<file path="src/core/io_port_pkg.sv">
// constants, layouts and types for the two bidirectional i/o ports
// assumes the core reaches the ports over an axi4-lite slave
package io_port_pkg;
  // register indices, some of them not multiples of four
  localparam logic [7:0] port_a_pin_data_idx = 8'hC0;
  localparam logic [7:0] port_b_pin_data_idx = 8'hC1;
  localparam logic [7:0] port_a_pin_direction_idx = 8'hC4;
  localparam logic [7:0] port_b_pin_direction_idx = 8'hC5;
  localparam logic [7:0] port_a_pin_option_idx = 8'hCC;
  localparam logic [7:0] port_b_pin_option_idx = 8'hCD;
  // control register holding the global interrupt enable, index of our own
  localparam logic [7:0] irq_control_idx = 8'hD0;
  localparam int irq_enable_bit = 0;
  // byte address is four times the index
  localparam int addr_width = 12;
  localparam int word_shift = 2;
  localparam int port_width = 8;
  localparam logic [7:0] port_reset_value = 8'h00;
  localparam logic [7:0] port_a_bonded_mask = 8'h0F;
  localparam logic [7:0] port_b_bonded_mask = 8'hFF;
  localparam logic [1:0] resp_okay = 2'h0;
  localparam logic [1:0] resp_slverr = 2'h2;

  // per-port configuration carried together
  typedef struct packed {
    logic [7:0] data;
    logic [7:0] dir;
    logic [7:0] opt;
  } port_cfg_t;

  // pad drive for one port
  typedef struct packed {
    logic [7:0] out;
    logic [7:0] oe;
    logic [7:0] pull_up;
    logic [7:0] analog;
    logic [7:0] irq_en;
  } port_pad_t;
endpackage

</file>
<file path="src/core/pin_sync.sv">
// two-flop synchroniser for a bank of pin inputs
// assumes the pins are asynchronous to sys_clk at the board
`timescale 1ns/1ps
module pin_sync (
  input wire logic sys_clk,
  input wire logic rst,
  input wire logic clk_en,
  input wire logic [7:0] pin_in,
  output logic [7:0] pin_level
);
  logic [7:0] stage_one;

  // first stage only feeds the second
  always_ff @(posedge sys_clk or posedge rst) begin
    if (rst) begin
      stage_one <= 8'h00;
      pin_level <= 8'h00;
    end else if (clk_en) begin
      stage_one <= pin_in;
      pin_level <= stage_one;
    end
  end
endmodule

</file>
<file path="src/core/port_pad_ctrl.sv">
// per-pin decode of data, direction and option into pad controls
// assumes the caller registers the outputs toward the pins
`timescale 1ns/1ps
module port_pad_ctrl (
  input wire io_port_pkg::port_cfg_t cfg,
  input wire logic [7:0] bonded,
  output io_port_pkg::port_pad_t pad
);
  genvar i;
  generate
    for (i = 0; i < io_port_pkg::port_width; i = i + 1) begin : g_pin
      // output: open-drain only drops the high-side driver
      assign pad.out[i] = cfg.dir[i] & cfg.data[i];
      assign pad.oe[i] = cfg.dir[i] & (cfg.opt[i] | ~cfg.data[i]);
      // input characteristics come from data and option
      assign pad.pull_up[i] = ~cfg.dir[i] & ~cfg.data[i];
      assign pad.irq_en[i] = ~cfg.dir[i] & cfg.opt[i] & ~cfg.data[i];
      assign pad.analog[i] = bonded[i] & ~cfg.dir[i] & cfg.opt[i] & cfg.data[i];
    end
  endgenerate
endmodule

</file>
<file path="src/core/io_port_top.sv">
// What this block does
// output pins are driven from the data latch written by software
// reading data of an output pin returns the latch
// push-pull drives both levels; open-drain drives low, floats high
// open-drain is push-pull with the high side switched off
// alternate functions only via software-set direction, option, data
// input, option 0: data 0 pull-up, data 1 plain input
// input, option 1: data 0 pull-up with interrupt, data 1 analog; port a has no analog path and gives a plain input there
// output, option 0 open-drain, option 1 push-pull
// reading data of an input pin returns the live pin level
// writing data of an input pin changes its input characteristics
// software avoids read-modify-write on ports holding inputs
// software keeps a shadow copy of mixed ports in memory
// pin event interrupts only when enabled by config and global enable
// wait or stop keeps pins unchanged; pin interrupt wakes the device
// data and direction registers reset to zero
// data registers at indices C0 and C1
// direction registers at indices C4 and C5
// every register is eight bits, bit n for pin n
// software leaves unbonded bits at reset and masks them
// software avoids direct interrupt-pull-up to analog switching
// direction 0 is input, 1 is output
// option registers at indices CC and CD, reset zero
// pin levels pass two flip-flops before use
//
// two eight-bit ports behind an axi4-lite slave; port a has four pins
// assumes single clock, asynchronous pins, one axi transaction of each kind
`timescale 1ns/1ps
module io_port_top (
  input wire logic sys_clk,
  input wire logic rst,
  input wire logic clk_en,
  input wire logic low_power,
  // axi4-lite slave
  input wire logic [11:0] s_axi_awaddr,
  input wire logic s_axi_awvalid,
  output logic s_axi_awready,
  input wire logic [31:0] s_axi_wdata,
  input wire logic [3:0] s_axi_wstrb,
  input wire logic s_axi_wvalid,
  output logic s_axi_wready,
  output logic [1:0] s_axi_bresp,
  output logic s_axi_bvalid,
  input wire logic s_axi_bready,
  input wire logic [11:0] s_axi_araddr,
  input wire logic s_axi_arvalid,
  output logic s_axi_arready,
  output logic [31:0] s_axi_rdata,
  output logic [1:0] s_axi_rresp,
  output logic s_axi_rvalid,
  input wire logic s_axi_rready,
  // pins
  input wire logic [3:0] first_port_pins_in,
  output logic [3:0] first_port_pins_out,
  output logic [3:0] first_port_pins_oe,
  output logic [3:0] first_port_pins_pull_up,
  input wire logic [7:0] second_port_pins_in,
  output logic [7:0] second_port_pins_out,
  output logic [7:0] second_port_pins_oe,
  output logic [7:0] second_port_pins_pull_up,
  output logic [7:0] analog_select,
  // level request toward the interrupt controller and wake logic
  output logic pin_irq,
  output logic wake_request
);
  io_port_pkg::port_cfg_t cfg_a, cfg_b;
  io_port_pkg::port_pad_t pad_a, pad_b;
  logic global_irq_enable;
  logic [7:0] level_a, level_b;

  // write channel state: address and data may arrive in either order
  logic aw_held, w_held;
  logic [11:0] aw_addr;
  logic [31:0] w_data;
  logic [3:0] w_strb;

  // pin synchronisers, unbonded port a bits read as zero-level inputs
  pin_sync u_sync_a (
    .sys_clk(sys_clk),
    .rst(rst),
    .clk_en(clk_en),
    .pin_in({4'h0, first_port_pins_in}),
    .pin_level(level_a)
  );
  pin_sync u_sync_b (
    .sys_clk(sys_clk),
    .rst(rst),
    .clk_en(clk_en),
    .pin_in(second_port_pins_in),
    .pin_level(level_b)
  );

  port_pad_ctrl u_pad_a (
    .cfg(cfg_a),
    .bonded(8'h00),
    .pad(pad_a)
  );
  port_pad_ctrl u_pad_b (
    .cfg(cfg_b),
    .bonded(io_port_pkg::port_b_bonded_mask),
    .pad(pad_b)
  );

  // write decode
  wire wr_fire = aw_held & w_held & ~s_axi_bvalid;
  wire [7:0] wr_idx = aw_addr[9:2];
  wire wr_aligned = (aw_addr[1:0] == 2'h0) & (aw_addr[11:10] == 2'h0);
  wire wr_lane0 = w_strb[0];
  wire sel_w_da = wr_aligned & (wr_idx == io_port_pkg::port_a_pin_data_idx);
  wire sel_w_db = wr_aligned & (wr_idx == io_port_pkg::port_b_pin_data_idx);
  wire sel_w_ra = wr_aligned & (wr_idx == io_port_pkg::port_a_pin_direction_idx);
  wire sel_w_rb = wr_aligned & (wr_idx == io_port_pkg::port_b_pin_direction_idx);
  wire sel_w_oa = wr_aligned & (wr_idx == io_port_pkg::port_a_pin_option_idx);
  wire sel_w_ob = wr_aligned & (wr_idx == io_port_pkg::port_b_pin_option_idx);
  wire sel_w_ic = wr_aligned & (wr_idx == io_port_pkg::irq_control_idx);
  wire wr_hit = sel_w_da | sel_w_db | sel_w_ra | sel_w_rb | sel_w_oa | sel_w_ob | sel_w_ic;
  wire wr_en = wr_fire & wr_lane0 & clk_en;
  wire [7:0] wbyte = w_data[7:0];

  // read decode: inputs show live pin, outputs show the latch
  wire [7:0] rd_idx = s_axi_araddr[9:2];
  wire rd_aligned = (s_axi_araddr[1:0] == 2'h0) & (s_axi_araddr[11:10] == 2'h0);
  wire [7:0] view_a = (cfg_a.dir & cfg_a.data) | (~cfg_a.dir & level_a);
  wire [7:0] view_b = (cfg_b.dir & cfg_b.data) | (~cfg_b.dir & level_b);
  wire rd_hit_da = rd_idx == io_port_pkg::port_a_pin_data_idx;
  wire rd_hit_db = rd_idx == io_port_pkg::port_b_pin_data_idx;
  wire rd_hit_ra = rd_idx == io_port_pkg::port_a_pin_direction_idx;
  wire rd_hit_rb = rd_idx == io_port_pkg::port_b_pin_direction_idx;
  wire rd_hit_oa = rd_idx == io_port_pkg::port_a_pin_option_idx;
  wire rd_hit_ob = rd_idx == io_port_pkg::port_b_pin_option_idx;
  wire rd_hit_ic = rd_idx == io_port_pkg::irq_control_idx;
  wire rd_hit = rd_aligned & (rd_hit_da | rd_hit_db | rd_hit_ra | rd_hit_rb |
    rd_hit_oa | rd_hit_ob | rd_hit_ic);
  wire [7:0] rd_byte = rd_hit_da ? view_a :
    rd_hit_db ? view_b :
    rd_hit_ra ? cfg_a.dir :
    rd_hit_rb ? cfg_b.dir :
    rd_hit_oa ? cfg_a.opt :
    rd_hit_ob ? cfg_b.opt :
    rd_hit_ic ? {7'h00, global_irq_enable} : 8'h00;
  wire rd_take = s_axi_arvalid & s_axi_arready;
  wire [7:0] rd_out = rd_hit ? rd_byte : 8'h00; // unmapped or misaligned reads give zero

  // interrupt: a low level on an interrupt-enabled input with global enable
  wire [7:0] irq_hit_a = pad_a.irq_en & ~level_a & io_port_pkg::port_a_bonded_mask;
  wire [7:0] irq_hit_b = pad_b.irq_en & ~level_b;
  wire next_pin_irq = global_irq_enable & ((|irq_hit_a) | (|irq_hit_b));

  // register file; unbonded bits stay writable but drive nothing
  always_ff @(posedge sys_clk or posedge rst) begin
    if (rst) begin
      cfg_a <= '0;
      cfg_b <= '0;
      global_irq_enable <= 1'b0;
    end else if (wr_en) begin
      if (sel_w_da) cfg_a.data <= wbyte;
      if (sel_w_db) cfg_b.data <= wbyte;
      if (sel_w_ra) cfg_a.dir <= wbyte;
      if (sel_w_rb) cfg_b.dir <= wbyte;
      if (sel_w_oa) cfg_a.opt <= wbyte;
      if (sel_w_ob) cfg_b.opt <= wbyte;
      if (sel_w_ic) global_irq_enable <= wbyte[io_port_pkg::irq_enable_bit];
    end
  end

  // write address and data capture, either order
  always_ff @(posedge sys_clk or posedge rst) begin
    if (rst) begin
      aw_held <= 1'b0;
      w_held <= 1'b0;
      aw_addr <= 12'h000;
      w_data <= 32'h0000_0000;
      w_strb <= 4'h0;
    end else if (clk_en) begin
      if (s_axi_awvalid & s_axi_awready) begin
        aw_held <= 1'b1;
        aw_addr <= s_axi_awaddr;
      end else if (wr_fire) begin
        aw_held <= 1'b0;
      end
      if (s_axi_wvalid & s_axi_wready) begin
        w_held <= 1'b1;
        w_data <= s_axi_wdata;
        w_strb <= s_axi_wstrb;
      end else if (wr_fire) begin
        w_held <= 1'b0;
      end
    end
  end

  // write response and ready flags
  always_ff @(posedge sys_clk or posedge rst) begin
    if (rst) begin
      s_axi_awready <= 1'b0;
      s_axi_wready <= 1'b0;
      s_axi_bvalid <= 1'b0;
      s_axi_bresp <= io_port_pkg::resp_okay;
    end else if (clk_en) begin
      s_axi_awready <= ~aw_held & ~(s_axi_awvalid & s_axi_awready) & ~s_axi_bvalid;
      s_axi_wready <= ~w_held & ~(s_axi_wvalid & s_axi_wready) & ~s_axi_bvalid;
      if (wr_fire) begin
        s_axi_bvalid <= 1'b1;
        s_axi_bresp <= wr_hit ? io_port_pkg::resp_okay : io_port_pkg::resp_slverr;
      end else if (s_axi_bready) begin
        s_axi_bvalid <= 1'b0;
      end
    end
  end

  // read channel: one outstanding read
  always_ff @(posedge sys_clk or posedge rst) begin
    if (rst) begin
      s_axi_arready <= 1'b0;
      s_axi_rvalid <= 1'b0;
      s_axi_rdata <= 32'h0000_0000;
      s_axi_rresp <= io_port_pkg::resp_okay;
    end else if (clk_en) begin
      s_axi_arready <= ~s_axi_rvalid & ~rd_take;
      if (rd_take) begin
        s_axi_rvalid <= 1'b1;
        s_axi_rdata <= {24'h000000, rd_out};
        s_axi_rresp <= rd_hit ? io_port_pkg::resp_okay : io_port_pkg::resp_slverr;
      end else if (s_axi_rready) begin
        s_axi_rvalid <= 1'b0;
      end
    end
  end

  // pad registers; low_power is not an input here so pins hold in wait/stop
  always_ff @(posedge sys_clk or posedge rst) begin
    if (rst) begin
      first_port_pins_out <= 4'h0;
      first_port_pins_oe <= 4'h0;
      first_port_pins_pull_up <= 4'hF;
      second_port_pins_out <= 8'h00;
      second_port_pins_oe <= 8'h00;
      second_port_pins_pull_up <= 8'hFF;
      analog_select <= 8'h00;
    end else if (clk_en) begin
      first_port_pins_out <= pad_a.out[3:0];
      first_port_pins_oe <= pad_a.oe[3:0];
      first_port_pins_pull_up <= pad_a.pull_up[3:0];
      second_port_pins_out <= pad_b.out;
      second_port_pins_oe <= pad_b.oe;
      second_port_pins_pull_up <= pad_b.pull_up;
      analog_select <= pad_b.analog;
    end
  end

  // interrupt level and wake request in low-power states
  always_ff @(posedge sys_clk or posedge rst) begin
    if (rst) begin
      pin_irq <= 1'b0;
      wake_request <= 1'b0;
    end else if (clk_en) begin
      pin_irq <= next_pin_irq;
      wake_request <= next_pin_irq & low_power;
    end
  end

  // checks
  a_irq_needs_enable: assert property (@(posedge sys_clk) disable iff (rst)
    clk_en && !global_irq_enable |=> !pin_irq)
    else $error("pin interrupt raised with global enable clear");
  a_od_high_float: assert property (@(posedge sys_clk) disable iff (rst)
    clk_en && cfg_b.dir[0] && !cfg_b.opt[0] && cfg_b.data[0] |=> !second_port_pins_oe[0])
    else $error("open-drain high drives the pin");
  a_pp_drive: assert property (@(posedge sys_clk) disable iff (rst)
    clk_en && cfg_b.dir[1] && cfg_b.opt[1] |=>
    second_port_pins_oe[1] && second_port_pins_out[1] == $past(cfg_b.data[1]))
    else $error("push-pull pin not driven from latch");
  a_input_no_drive: assert property (@(posedge sys_clk) disable iff (rst)
    clk_en && !cfg_b.dir[2] |=> !second_port_pins_oe[2])
    else $error("input pin driven");
  a_read_output: assert property (@(posedge sys_clk) disable iff (rst)
    clk_en && rd_take && rd_aligned && rd_hit_db && cfg_b.dir[3] |=>
    s_axi_rdata[3] == $past(cfg_b.data[3]))
    else $error("output read not from latch");
  a_read_input: assert property (@(posedge sys_clk) disable iff (rst)
    clk_en && rd_take && rd_aligned && rd_hit_db && !cfg_b.dir[4] |=>
    s_axi_rdata[4] == $past(level_b[4]))
    else $error("input read not from pin");
  a_pullup_mode: assert property (@(posedge sys_clk) disable iff (rst)
    clk_en && !cfg_b.dir[5] && !cfg_b.data[5] |=> second_port_pins_pull_up[5])
    else $error("pull-up missing");
  a_wake_on_irq: assert property (@(posedge sys_clk) disable iff (rst)
    clk_en && low_power && next_pin_irq |=> wake_request)
    else $error("no wake on pin interrupt");
  a_data_write: assert property (@(posedge sys_clk) disable iff (rst)
    wr_en && sel_w_da |=> cfg_a.data == $past(wbyte))
    else $error("port a data write lost");

  // register writes land where decoded and read back whole
  a_data_b_write: assert property (@(posedge sys_clk) disable iff (rst)
    wr_en && sel_w_db |=> cfg_b.data == $past(wbyte))
    else $error("port b data write lost");
  a_dir_write: assert property (@(posedge sys_clk) disable iff (rst)
    wr_en && sel_w_ra |=> cfg_a.dir == $past(wbyte))
    else $error("port a direction write lost");
  a_opt_write: assert property (@(posedge sys_clk) disable iff (rst)
    wr_en && sel_w_ob |=> cfg_b.opt == $past(wbyte))
    else $error("port b option write lost");
  a_read_dir: assert property (@(posedge sys_clk) disable iff (rst)
    clk_en && rd_take && rd_aligned && rd_hit_rb |=>
    s_axi_rdata == {24'h000000, $past(cfg_b.dir)})
    else $error("direction read-back wrong");

  // pad drive against the configuration one edge earlier, or against a data write two edges earlier
  a_od_low_drive: assert property (@(posedge sys_clk) disable iff (rst)
    clk_en && cfg_a.dir[0] && !cfg_a.opt[0] && !cfg_a.data[0] |=>
    first_port_pins_oe[0] && !first_port_pins_out[0])
    else $error("open-drain low not driven");
  a_od_never_high: assert property (@(posedge sys_clk) disable iff (rst)
    clk_en |=> (second_port_pins_oe & second_port_pins_out & ~$past(cfg_b.opt)) == 8'h00)
    else $error("open-drain pin driven high");
  a_pp_drive_a: assert property (@(posedge sys_clk) disable iff (rst)
    clk_en && cfg_a.dir[1] && cfg_a.opt[1] |=>
    first_port_pins_oe[1] && first_port_pins_out[1] == $past(cfg_a.data[1]))
    else $error("port a push-pull pin not driven from latch");
  a_input_a_no_drive: assert property (@(posedge sys_clk) disable iff (rst)
    clk_en |=> (first_port_pins_oe & ~$past(cfg_a.dir[3:0])) == 4'h0)
    else $error("port a input pin driven");
  a_plain_input: assert property (@(posedge sys_clk) disable iff (rst)
    clk_en && !cfg_b.dir[0] && !cfg_b.opt[0] && cfg_b.data[0] |=>
    !second_port_pins_pull_up[0] && !second_port_pins_oe[0])
    else $error("plain input has pull-up or drive");
  a_irq_pullup: assert property (@(posedge sys_clk) disable iff (rst)
    clk_en && !cfg_b.dir[7] && cfg_b.opt[7] && !cfg_b.data[7] |=> second_port_pins_pull_up[7])
    else $error("interrupt input lacks pull-up");
  a_analog_mode: assert property (@(posedge sys_clk) disable iff (rst)
    clk_en && !cfg_b.dir[6] && cfg_b.opt[6] && cfg_b.data[6] |=>
    analog_select[6] && !second_port_pins_pull_up[6])
    else $error("analog input not selected");
  a_input_data_write: assert property (@(posedge sys_clk) disable iff (rst)
    wr_en && sel_w_db && !cfg_b.dir[5] |=>
    ##1 second_port_pins_pull_up[5] == !$past(wbyte[5], 2))
    else $error("data write did not reach input pull-up");

  // interrupt request only from interrupt-enabled inputs; pins hold in low power
  a_irq_raise: assert property (@(posedge sys_clk) disable iff (rst)
    clk_en && global_irq_enable && !cfg_b.dir[7] && cfg_b.opt[7] && !cfg_b.data[7] &&
    !level_b[7] |=> pin_irq)
    else $error("enabled pin interrupt not raised");
  a_irq_only_enabled: assert property (@(posedge sys_clk) disable iff (rst)
    clk_en && ((~cfg_b.dir & cfg_b.opt & ~cfg_b.data) == 8'h00) &&
    ((~cfg_a.dir & cfg_a.opt & ~cfg_a.data & io_port_pkg::port_a_bonded_mask) == 8'h00)
    |=> !pin_irq)
    else $error("pin interrupt from a pin not set for it");
  a_lp_hold: assert property (@(posedge sys_clk) disable iff (rst)
    clk_en && low_power && !wr_en |=> $stable(cfg_a) && $stable(cfg_b))
    else $error("configuration changed in low power");
  a_sync_delay: assert property (@(posedge sys_clk) disable iff (rst)
    clk_en && $past(clk_en) && !$past(rst) |=> level_b == $past(second_port_pins_in, 2))
    else $error("pin level not two flops behind the pin");
endmodule

</file>
<file path="config.mk">
export PLATFORM = sky130hd
export DESIGN_NAME = io_port_top
export DESIGN_NICKNAME = d
export VERILOG_FILES = /design/src/core/io_port_pkg.sv /design/src/core/pin_sync.sv /design/src/core/port_pad_ctrl.sv /design/src/core/io_port_top.sv
export SDC_FILE = /design/constraint.sdc
export NUM_CORES = 1
export LEC_CHECK = 0
export ABC_AREA = 1
export BUFFER_PORTS_ARGS = -buffer_cell sky130_fd_sc_hd__buf_2
export CORE_UTILIZATION = 50
export CTS_BUF_LIST = sky130_fd_sc_hd__clkbuf_4 sky130_fd_sc_hd__clkbuf_8 sky130_fd_sc_hd__clkbuf_16
export DETAILED_ROUTE_END_ITERATION = 8
export HOLD_SLACK_MARGIN = 0.05
export PLACE_DENSITY = 0.74
export SYNTH_ARGS = -nofsm -noshare
export SYNTH_HDL_FRONTEND = slang
export SYNTH_SLANG_ARGS = --single-unit
</file>
<file path="constraint.sdc">
create_clock -name sys_clk -period 15.15 [get_ports sys_clk]
set_input_delay 2.2725 -clock sys_clk [delete_from_list [all_inputs] [get_ports sys_clk]]
set_output_delay 2.2725 -clock sys_clk [all_outputs]
set_load 0.05 [all_outputs]
</file>
# Yosys cells after proc, flatten, opt, wreduce, memory -nomap -nowiden
# Index checks and enable logic that the tools add are counted.
totals:
  in_bits: 81
  word_cells: 249
  reg_bits: 159
  out_inout_bits: 87
classes:
  n_reduce_logical: 25
  n_eq_ne: 14
  n_bitwise: 160
  mux: 17
ops:
  columns: ["operator", "n"]
  rows:
  - ["== test 8 bit, second input constant", 14]
  - ["bitwise AND 1 bit", 92]
  - ["2-to-1 mux 8 bit", 7]
  - ["bitwise AND 8 bit", 4]
  - ["inverter 1 bit", 31]
  - ["AND reduction 2 bit", 15]
  - ["bitwise OR 1 bit", 25]
  - ["inverter 8 bit", 3]
  - ["bitwise OR 8 bit", 2]
  - ["bitwise AND 8 x 4 -> 8 bit", 1]
  - ["logical NOT 2 bit", 4]
  - ["2-to-1 mux 1 bit", 8]
  - ["nonzero test 2 bit", 4]
  - ["OR reduction 8 bit", 1]
  - ["bitwise AND 4 bit", 1]
  - ["2-to-1 mux 2 bit", 2]
  - ["inverter 4 bit", 1]
  - ["OR reduction 4 bit", 1]

# Depth between registers and ports, before layout
# Gate-level depths: netlist of the first run.
logic_depth:
  depth_word: 10
  depth_mapped: 12
  depth_no_buf: 11

# Cells and area by module
# From an unflattened synthesis of the first run, not the netlist that was laid out.
unflattened:
  hier_cells: 1078
  area_unflattened_um2: 8207.9
by_module_without_submodules:
  columns: ["mod", "area_each_um2", "seq_area_each_um2", "instances", "cells_each"]
  rows:
  - ["io_port_top", 6291.0, 3343.2, 1, 778]
  - ["pin_sync", 644.4, 400.4, 2, 69]
  - ["port_pad_ctrl", 314.1, 0.0, 2, 81]

# Worst setup path after synthesis of the first run
# No wires, ideal clock.
synth_path:
  path_kind: "input to register"
  start: "input port s_axi_araddr[7]"
  end: "register s_axi_rdata[4]"
  t_required_ns: 15.032
  path_stages: 12
  slack_ns: 11.849
  setup_time_ns: 0.118
  n_path_buf: 2
  arrival_ns: 3.184
  path_cell_list: "inv_1 -> nand2_1 -> nor2_2 -> buf_4 -> buf_4 -> nand3b_1 -> nand2_1 -> nand3_1 -> nand2_1 -> nand2_1 -> nand2_1 -> nand2_1"
synth_via:
  elab_chain_cells: 9
  elab_cells_between_ends: 21
  cone_classes: "7 x eq/ne; 7 x mux; 7 x bitwise"
synth_lines:
  columns: ["item", "line", "text"]
  rows:
  - ["start: declaration", "io_port_top.sv:45", "input wire logic [11:0] s_axi_araddr,"]
  - ["== test 8 bit (on tied branches)", "io_port_top.sv:125, io_port_top.sv:126", null]
  - ["bitwise OR 1 bit (4 in a row)", "io_port_top.sv:132", "wire rd_hit = rd_aligned & (rd_hit_da | rd_hit_db | rd_hit_ra | rd_hit_rb |"]
  - ["bitwise OR 1 bit (2 in a row)", "io_port_top.sv:133", "rd_hit_oa | rd_hit_ob | rd_hit_ic);"]
  - ["bitwise AND 1 bit", "io_port_top.sv:132", null]
  - ["2-to-1 mux 8 bit (*)", "io_port_top.sv:142", "wire [7:0] rd_out = rd_hit ? rd_byte : 8'h00;"]
  - ["end signal: assignment", "io_port_top.sv:221", "s_axi_rdata <= {24'h000000, rd_out};"]
  - ["end: declaration", "io_port_top.sv:48", "output logic [31:0] s_axi_rdata,"]
# Every way passes the cells marked *; elsewhere a longest branch is shown, timed or not.
# A chain may end at the register's enable or synchronous reset.

# Worst setup path after layout of the first run
layout_path:
  start: "input port clk_en"
  end: "register s_axi_rdata[4]"
layout_via:
  elab_chain_cells: 1
layout_lines:
  columns: ["item", "line", "text"]
  rows:
  - ["start: declaration", "io_port_top.sv:32", "input wire logic clk_en,"]
  - ["AND reduction 2 bit (no source line)", null, null]
# No other way between the ends.

==> results.md, run 1 <==
- Slew of the pin with the lowest slew margin: 910.1 ps
- Pwr dens: 132.5 nW/um^2
- Cell row count: 43
- Clk_skew: 6.924 ps
- Clk buf depth: 2
- DP Wirelength: 11.56 mm
- First-pass GRT wire length: 27.63 mm
- Critical path class: input port to flop
- DIE AREA: 15150 sq um
- Status: finished, final reports clean
- Pin count of the biggest net entering global routing: 84
- Syn avg cell area: 8.465 sq um
- CP startpoint kind: input port
- Post-synth EDFFs: 0
- Area growth from synthesis to layout: 16.01%
- Area leader, netlist: dfrtp_1
- Crit path time final: between 4000 and 5000 ps
- Crit path DAT: 4490 ps
- Post-route insts no fill: 1166
- Synthesis-stage register bit count: 157
- Max Clock Freq: ~240 MHz
- Number of routed nets with antenna violations: 0
- Via count: 5978
- CTS tree: yes
- Final core occ: 0.6033
- Combinational fraction of design power: 0.171
- Cell with the most instances after synthesis: nand2_1
- Fillers: about 1300
- Post-Route WL: 17.04 mm
- Share of the synthesized area in the top cell type: 0.4950
- Ports: 168
- Met3 Usage GRT: 0.04474
- Port Buffer Count: roughly 110
- Layout cells sized above 1: 0.1957
- Antenna violations before repair: 0
- Clk slew on worst S/H paths: about 60 ps
- Cell Area, Synth: approximately 7300 sq um
- Unrepaired setup endpoints after global routing: no
- DR vias/cell: 5.127
- Max-Cap Viols: 0
- Met1 global-route usage: 0.3494
- # resized after CTS: 0
- Top post-synthesis cells by area: dfrtp_1 (49%), nand2_1 (14%), dfstp_2 (4.3%)
- Final TNS setup: 0 ps
- CP required: between 15000 and 20000 ps
- Tot Pwr: 1.127 mW
- Layout net count: 1054
- Vias in the first global route: 5455
- Top_reg_cell synth: dfrtp_1
- Synth cell types: 37
- Hold Crit Class: flop to flop
- Count of final max-slew check failures: 0
- Num Clock Sinks: 157
- Pint: 0.7918 mW
- Seq/Total Area, Yosys: 0.5380
- Die Wd: 123.1 um
- GP Congestion: 0.8925
- Ys Warns: 0
- GRT overflow: 0
- Core area: between 10000 and 15000 sq um
- Dpl cells: approximately 1100
- Maximum fanout along the worst path: 58
- Sequential share of power: 0.439
- Period utilization: 0.2723
- Async set-or-reset flop fraction in the synthesized netlist: 1.000
- Initial Util: 0.5201
- DIE HEIGHT: 123.1 um
- GRT Max-Usage Layer: met2
- Gr usage total: 0.2419
- Final setup fails: 0
- Max VDD drop: 0.00008872 V
- DRC violations left: 0
- Drt pass-1 iters: 6
- Met2 Usage GRT: 0.3578
- WL/cell: around 15 um
- Synth top cells by count: nand2_1 (279), dfrtp_1 (145), inv_1 (76)
- Root buffer cell: clkbuf_16
- H-tree depth: 4
- Switching power: around 0.34 mW
- Num CTS Buffers: 17
- Net Sw Frac: 0.2974
- Diodes inserted: 0
- Max-slew headroom: 0.3933
- Post CTS Setup Buffer Count: 0
- Hold-fix buffers, CTS: 0
- Cells after synthesis: 866
- Static Leak: 4.401 nW
- Drt first-iter violations: about 490
- Clk Latency, worst-skew pair: approximately 420 ps
- Fin. Hold Viols: 0
- Endpoint type of the worst setup path: flop
- Clock power share: 0.390
[registers in the layout, summed over array words and instances (netlist names), 4 cells and up]
name                      flops
cfg_a                        24
cfg_b                        24
aw_addr                      12
analog_select                 8
s_axi_rdata                   8
second_port_pins_oe           8
second_port_pins_out          8
second_port_pins_pull_up      8
u_sync_b.pin_level            8
u_sync_b.stage_one            8
w_data                        8
first_port_pins_oe            4
first_port_pins_out           4
first_port_pins_pull_up       4
u_sync_a.pin_level            4
u_sync_a.stage_one            4
[metal layers]
metal | vias up | part of all wire
met3 | 34 | 0.074
met2 | 246 | 0.43
met1 | 2726 | 0.47
met4 | 0 | 0.026
li1 | 2972 | -
met5 | - | 0
[worst paths after layout]
kind,depth (start not counted),slack [ps],from,endpoint
setup / recovery,8,11030,clk_en,s_axi_rdata[4]
hold / removal,1,470,w_held,s_axi_wready
setup reg to reg,6,13220,s_axi_arready,s_axi_rdata[4]
hold reg to reg,1,470,w_held,s_axi_wready
max in group asynchronous,3,11800,rst,s_axi_rdata[6]
min in group asynchronous,2,1970,rst,w_data[2]
[worst max-delay path, cell delays in order]
cell	delay (ps)
buf_2	70
buf_4	460
nand3_1	520
nor3b_1	400
nand2_1	360
nor2_1	190
nand2_1	130
nand2_1	70
[power by group through the flow]
stage / Sequential (mW) / Clock, mW / Combinational (mW)
CTS: 0.495 / 0.444 / 0.195
global placement: 0.500 / 0 / 0.190
detailed placement: 0.502 / 0 / 0.194
floorplan: 0.527 / 0 / 0.123
global route: 0.501 / 0.462 / 0.215
finish: 0.495 / 0.439 / 0.193
[area by class of cell]
| class | instances | area (sq um) | share of cell area |
|---|---|---|---|
| Clock buffer | 24 | 496.7 | 0.05841 |
| Inverter | 78 | 297.8 | 0.03502 |
| Sequential cell | 157 | 3944 | 0.4637 |
| Timing Repair Buffer | 118 | 600.6 | 0.07062 |
| Multi-Input combinational cell | 601 | 2825 | 0.3322 |
| Tap cell | 180 | 225.2 | 0.02648 |
| Clock inverter | 8 | 115.1 | 0.01354 |
[through the flow]
| step | hold WS, ps | cell area, sq um | setup WS (ps) |
|---|---|---|---|
| 5_1_grt | 485.1 | 8504 | 10780 |
| 3_3_place_gp | 455.8 | 7893 | 10640 |
| 3_5_place_dp | 451.9 | 7893 | 10610 |
| 2_1_floorplan | 429.2 | 7425 | 8663 |
| 6_report | 465.1 | 8504 | 11030 |
| 4_1_cts | 464.8 | 8504 | 11030 |
[logic make-up after synthesis]
| kind of cell | synth area share |
|---|---|
| mux | 0.01075 |
| flops | 0.5380 |
| other cells | 0.0005115 |
| buf+inv | 0.08943 |
| compound gates | 0.1097 |
| simple gates | 0.2516 |
[layout by cell type (no fill, tap or decap), types with 15 or more instances in the layout]
master | netlist | layout
a21oi_1 | 24 | 24
buf_2 | 5 | 114
clkbuf_16 | 0 | 17
conb_1 | 1 | 26
dfrtp_1 | 145 | 145
inv_1 | 76 | 75
nand2_1 | 279 | 279
nand3_1 | 41 | 41
nand4_1 | 15 | 15
nor2_1 | 47 | 47
o21ai_0 | 60 | 60
o21ai_1 | 48 | 48
Power figures use the tool's default switching activity.
==> run 2: changes to the inputs <==
Clock period 15.15 ns to 4.1 ns, I/O delays scaled along.
==> run 2 against run 1 <==
Compared with the run above: clock skew barely moved; final cell count hardly changed; flip-flop and latch count is the same; critical path type unchanged; highest routed layer unchanged.
==> results.md, run 2 (synthesis gave the netlist of run 1 again) <==
- Post-Route WL: 17.22 mm (+1.0%)
- DIE AREA: 15150 sq um (unchanged)
- Fin worst setup slack: 2006 ps (-9019 ps)
- Maximum fanout along the worst path: 55 (-5.2%)
- Ports: 168 (unchanged)
- Final TNS setup: 0 ps (unchanged)
- Hold-fix buffers, CTS: 0 (unchanged)
- Fin. Hold Viols: 0 (unchanged)
- Critical path origin: clk_en
- Pwr dens: 488.1 nW/um^2 (+270%)
- Layout net count: 1055 (+0.095%)
- Crit path time final: 2094 ps
- # resized after CTS: 0 (unchanged)
- Via count: 6133 (+2.6%)
- Area of the multi-input gates: 2825 sq um (unchanged)
- Num CTS Buffers: 17 (unchanged)
- Antenna violations before repair: 0 (unchanged)
- Biggest regs: cfg_a: 24 flops, cfg_b: 24 flops, aw_addr: 12 flops
- DP Worst Slack: 1630 ps (-8979 ps)
- Max-slew headroom: 0.3018 (-0.09147)
- M1 WL: 8.249 mm (+3.8%)
- Critical path class: input port to flop
- Hold Crit Class: input port to flop
- GRT overflow: 0 (unchanged)
- Drt first-iter violations: 501 (+2.5%)
- Critical Path Sink: global_irq_enable
- Initial Util: 0.5201 (unchanged)
- Worst R2R Path Depth: 6 (unchanged)
- Max VDD drop: 0.0004292 V (+380%)
- Number of routed nets with antenna violations: 0 (unchanged)
- Layout cells sized above 1: 0.1966 (+0.0008149)
- DIE HEIGHT: 123.1 um (unchanged)
- Gr usage total: 0.2470 (+0.005039)
- Vias in the first global route: 5428 (-0.49%)
- Count of final max-slew check failures: 0 (unchanged)
- Area growth from synthesis to layout: 16.52%
- Core area: 14100 sq um (unchanged)
- Pin count of the biggest net entering global routing: 70 (-17%)
- Clk buf depth: 2 (unchanged)
- Metal2 WL: 7.393 mm (about the same)
- Clk_skew: 6.928 ps (+0.004160 ps)
- DR vias/cell: 5.255 (+2.5%)
- DR top layer: met4
- Crit path DAT: 2450 ps (-2040 ps)
- GP Congestion: 0.9113 (+2.1%)
- H-tree depth: 4 (unchanged)
- Diodes inserted: 0 (unchanged)
- Clk Latency, worst-skew pair: 440 ps (+20 ps)
- Unrepaired setup endpoints after global routing: no
- DRC violations left: 0 (unchanged)
- Max Clock Freq: between 400 and 500 MHz
- Reg-to-reg slack, setup: 2260 ps (-10960 ps)
- Register Area: 3944 sq um (unchanged)
- Met3 WL: 1.242 mm (-1.9%)
- Static Leak: 4.403 nW (about the same)
- Drt pass-1 iters: 5 (-1)
- Cell row count: 43 (unchanged)
- DP Wirelength: 11.80 mm (+2.0%)
- Fin Hold WS: 377.4 ps (-87.73 ps)
- Fillers: 1293 (-0.39%)
- Final setup fails: 0 (unchanged)
- Commonest non-fill, non-tap cell in the layout: nand2_1
- Post CTS Setup Buffer Count: 0 (unchanged)
- First-pass GRT wire length: 27.98 mm (+1.2%)
- WL/cell: 14.76 um (+0.96%)
- Die Wd: 123.1 um (unchanged)
- Status: finished, final reports clean
- Port Buffer Count: 114 (unchanged)
- Period utilization: 0.5107
- CP required: 4460 ps (-11050 ps)
- Slew of the pin with the lowest slew margin: 1046 ps (+135.7 ps)
- Commonest cells after routing, fill and taps aside: nand2_1 (279), dfrtp_1 (145), buf_2 (114)
- Clk slew on worst S/H paths: 60 ps (about the same)
- Worst reg2reg path startpoint: s_axi_arready
- Max-Cap Viols: 0 (unchanged)
- CP startpoint kind: input port
- RR Endpoint: s_axi_rdata[7]
- Final core occ: 0.6060 (+0.002663)
- Root buffer cell: clkbuf_16
- Endpoint type of the worst setup path: flop
- Num Clock Sinks: 157 (unchanged)
- CTS tree: yes
## run 2: cell types whose count changed in the layout (fill, tap and decap cells not counted), sizes merged
cell      before  now
buf          118  119
clkbuf        24   27
clkinv         5    1
inv           78   77
bufinv         3    2
clkinvlp       0    3
## run 2: power by group
group	switching (mW)	internal (mW)
registers	0.101	1.73
logic	0.544	0.174
clock network	0.604	1.02
## run 2: worst max-delay path: stages
cell	delay (ps)
buf_2	130
buf_4	470
nand2_2	180
nor2_4	130
nand2_4	100
nor4_1	560
nor2_1	90
a21oi_1	130
## run 2: layout make-up
cell class,instances,share of cell area
Sequential cell,157,0.4617
Multi-Input combinational cell,601,0.3307
Timing Repair Buffer,119,0.07412
Clock buffer,27,0.06299
Inverter,78,0.03472
Tap cell,180,0.02637
Clock inverter,5,0.009375
## run 2: metrics by stage
step	power [mW]	instance area, sq um	cells
CTS	4.201	8542	1167
global placement	2.559	7924	1135
global route	4.366	8542	1167
detailed placement	2.574	7924	1135
finish	4.170	8542	1167
floorplan	2.405	7428	891
## run 2: layer usage
layer | global-route usage | up-vias
li1 | - | 2979
met2 | 0.3483 | 249
met5 | 0 | -
met4 | 0.08886 | 0
met3 | 0.06135 | 26
met1 | 0.3680 | 2879
## run 2: worst min-delay path by stage
stage                      startpoint               endpoint  cells after the start
5_1_grt         first_port_pins_in[0]  u_sync_a.stage_one[0]                      3
3_3_place_gp    u_sync_b.stage_one[0]  u_sync_b.stage_one[0]                      2
6_report       second_port_pins_in[6]  u_sync_b.stage_one[6]                      3
2_1_floorplan                  w_held           s_axi_wready                      1
4_1_cts         first_port_pins_in[1]  u_sync_a.stage_one[1]                      3
3_5_place_dp                   w_held           s_axi_wready                      1
==> run 3: changes to the inputs <==
Settings changed: CORE_UTILIZATION 50 to 49, PLACE_DENSITY 0.74 to 0.75.
Clock period 4.1 ns to 1.85 ns, I/O delays scaled along.
==> run 3 against run 2 <==
Compared with the run above: combinational power up 130%; hold slack worse by 320 ps; via count up 0.88%; clock-buffer cell count down 8; sequential share of layout area down 1.4 points; routed wire length up 4.2%; design area up 3.1%; clock skew about the same; final cell count up 2.5%; worst setup slack worse by 1800 ps; critical path type is now flop to flop.
==> results.md, run 3 (synthesis gave the netlist of run 1 again) <==
- Status: finished, final reports clean
- Tot Pwr: 9.418 mW (+130%)
- Critical path class: flop to flop
- Unrepaired setup endpoints after global routing: no
- Root buffer cell: clkbuf_16
- Commonest non-fill, non-tap cell in the layout: nand2_1
- Crit path time final: 1623 ps
- Max VDD drop: 0.001126 V (+160%)
- Layout net count: 1080 (+2.4%)
- Worst R2R Path Depth: 6 (unchanged)
- GP Congestion: 0.8956 (-1.7%)
- DP Wirelength: 12.33 mm (+4.5%)
- Clk_skew: 7.329 ps (+0.4003 ps)
- Biggest regs: cfg_a: 24 flops, cfg_b: 24 flops, aw_addr: 12 flops
- CP startpoint kind: flop
- Hold Path End: u_sync_a.stage_one[1]
- Fillers: 1299 (+0.46%)
- Num Clock Sinks: 157 (unchanged)
- Clk Latency, worst-skew pair: 420 ps (-20 ps)
- Initial Util: 0.5025 (-0.01757)
- Post CTS Setup Buffer Count: 0 (unchanged)
- Static Leak: 4.535 nW (+3.0%)
- Gr usage total: 0.2393 (-0.007659)
- Ports: 168 (unchanged)
- Pin count of the biggest net entering global routing: 59 (-16%)
- Drt pass-1 iters: 5 (unchanged)
- CP required: 2140 ps (-2320 ps)
- DP Worst Slack: 134.7 ps (-1496 ps)
- Layout cells sized above 1: 0.2095 (+0.01293)
- First-pass GRT wire length: 28.88 mm (+3.2%)
- Period utilization: 0.8774
- Max-Cap Viols: 0 (unchanged)
- Final setup fails: 0 (unchanged)
- Die Wd: 124.3 um (+1.0%)
- HP Start: first_port_pins_in[1]
- H-tree depth: 4 (unchanged)
- Fin. Hold Viols: 0 (unchanged)
- Maximum fanout along the worst path: 16 (-71%)
- Endpoint type of the worst setup path: flop
- Dpl cells: 1157 (+1.9%)
- Cell row count: 44 (+2.3%)
- Commonest cells after routing, fill and taps aside: nand2_1 (279), dfrtp_1 (145), buf_2 (114)
- Port Buffer Count: 114 (unchanged)
- Post-route insts no fill: 1196 (+2.5%)
- DR vias/cell: 5.173 (-1.6%)
- Number of routed nets with antenna violations: 0 (unchanged)
- RR Endpoint: cfg_a[21]
- Antenna violations before repair: 0 (unchanged)
- # resized after CTS: 0 (unchanged)
- Worst reg2reg path startpoint: aw_addr[5]
- Vias in the first global route: 5671 (+4.5%)
- Diodes inserted: 0 (unchanged)
- WHS Path Cells: 3 (unchanged)
- Max Clock Freq: 616.0 MHz
- Hold Crit Class: input port to flop
- Core area: 14590 sq um (+3.5%)
- GRT overflow: 0 (unchanged)
- DRC violations left: 0 (unchanged)
- Fin worst setup slack: 226.7 ps (-1779 ps)
- DIE AREA: 15450 sq um (+2.0%)
- Clk buf depth: 2 (unchanged)
- Reg-to-reg slack, setup: 230 ps (-2030 ps)
- Area growth from synthesis to layout: 20.09%
- Via count: 6187 (+0.88%)
- WL/cell: 15.00 um (+1.7%)
- DIE HEIGHT: 124.3 um (+1.0%)
- Post-Route WL: 17.94 mm (+4.2%)
- Crit path DAT: 1920 ps (-530 ps)
- Pwr dens: 1070 nW/um^2 (+120%)
- Clk slew on worst S/H paths: 60 ps (about the same)
- CTS tree: yes
- Drt first-iter violations: 470 (-6.2%)
- Num CTS Buffers: 17 (unchanged)
- Count of final max-slew check failures: 0 (unchanged)
## run 3: per-stage QoR
stage	TNS, ps	instance area, sq um	util	hold WS (ps)
3_5_place_dp	0	8114	0.5562	324.5
5_1_grt	0	8803	0.6034	72.28
4_1_cts	0	8803	0.6034	51.66
3_3_place_gp	0	8114	0.5562	322.6
6_report	0	8803	0.6034	60.82
2_1_floorplan	-58660	7428	-	394.1
## run 3: area by class of cell
| cell class | count | area (sq um) | share of cell area |
|---|---|---|---|
| well taps | 184 | 230.2 | 0.02615 |
| clock buffers | 19 | 446.7 | 0.05074 |
| repair buffers | 144 | 888.4 | 0.1009 |
| clock inverters | 13 | 172.7 | 0.01961 |
| flip-flops and latches | 157 | 3944 | 0.4480 |
| multi-input cells | 601 | 2825 | 0.3209 |
| inverters | 78 | 296.5 | 0.03368 |
## run 3: critical path, cell delays in order (launching register included)
cell	delay, ps
dfrtp_1	430
nor2_1	270
nand2_1	90
nor3_1	220
nand2_2	260
nand2_1	130
o21ai_1	80
## run 3: worst max-delay path by stage
stage	from	end	slack (ps)
6_report	aw_addr[5]	cfg_a[21]	230
5_1_grt	aw_addr[5]	cfg_a[21]	100
4_1_cts	aw_addr[9]	cfg_a[5]	210
3_5_place_dp	s_axi_araddr[7]	s_axi_rdata[1]	130
3_3_place_gp	clk_en	s_axi_rdata[1]	100
2_1_floorplan	rst	analog_select[0]	-400
## run 3: routing by layer
layer	vias up	share of wire	GRT usage
met5	-	0	0
met4	0	0.021	0.09213
met3	30	0.069	0.05155
met2	233	0.46	0.3659
met1	2889	0.45	0.3339
li1	3035	-	-
## run 3: power breakdown
part	internal (mW)	switching [mW]	total [mW]	leakage, nW
registers	3.83	0.235	4.06	2.04
logic	0.437	1.24	1.67	2.20
clock network	2.29	1.39	3.68	0.302
total	6.56	2.86	9.42	4.54
## run 3: timing repair
| item | in CTS | in global routing |
|---|---|---|
| hold buffers | 7 | 0 |
| endpoints found under the setup margin | 0 | 0 |
| endpoints found under the hold margin | 18 | 0 |
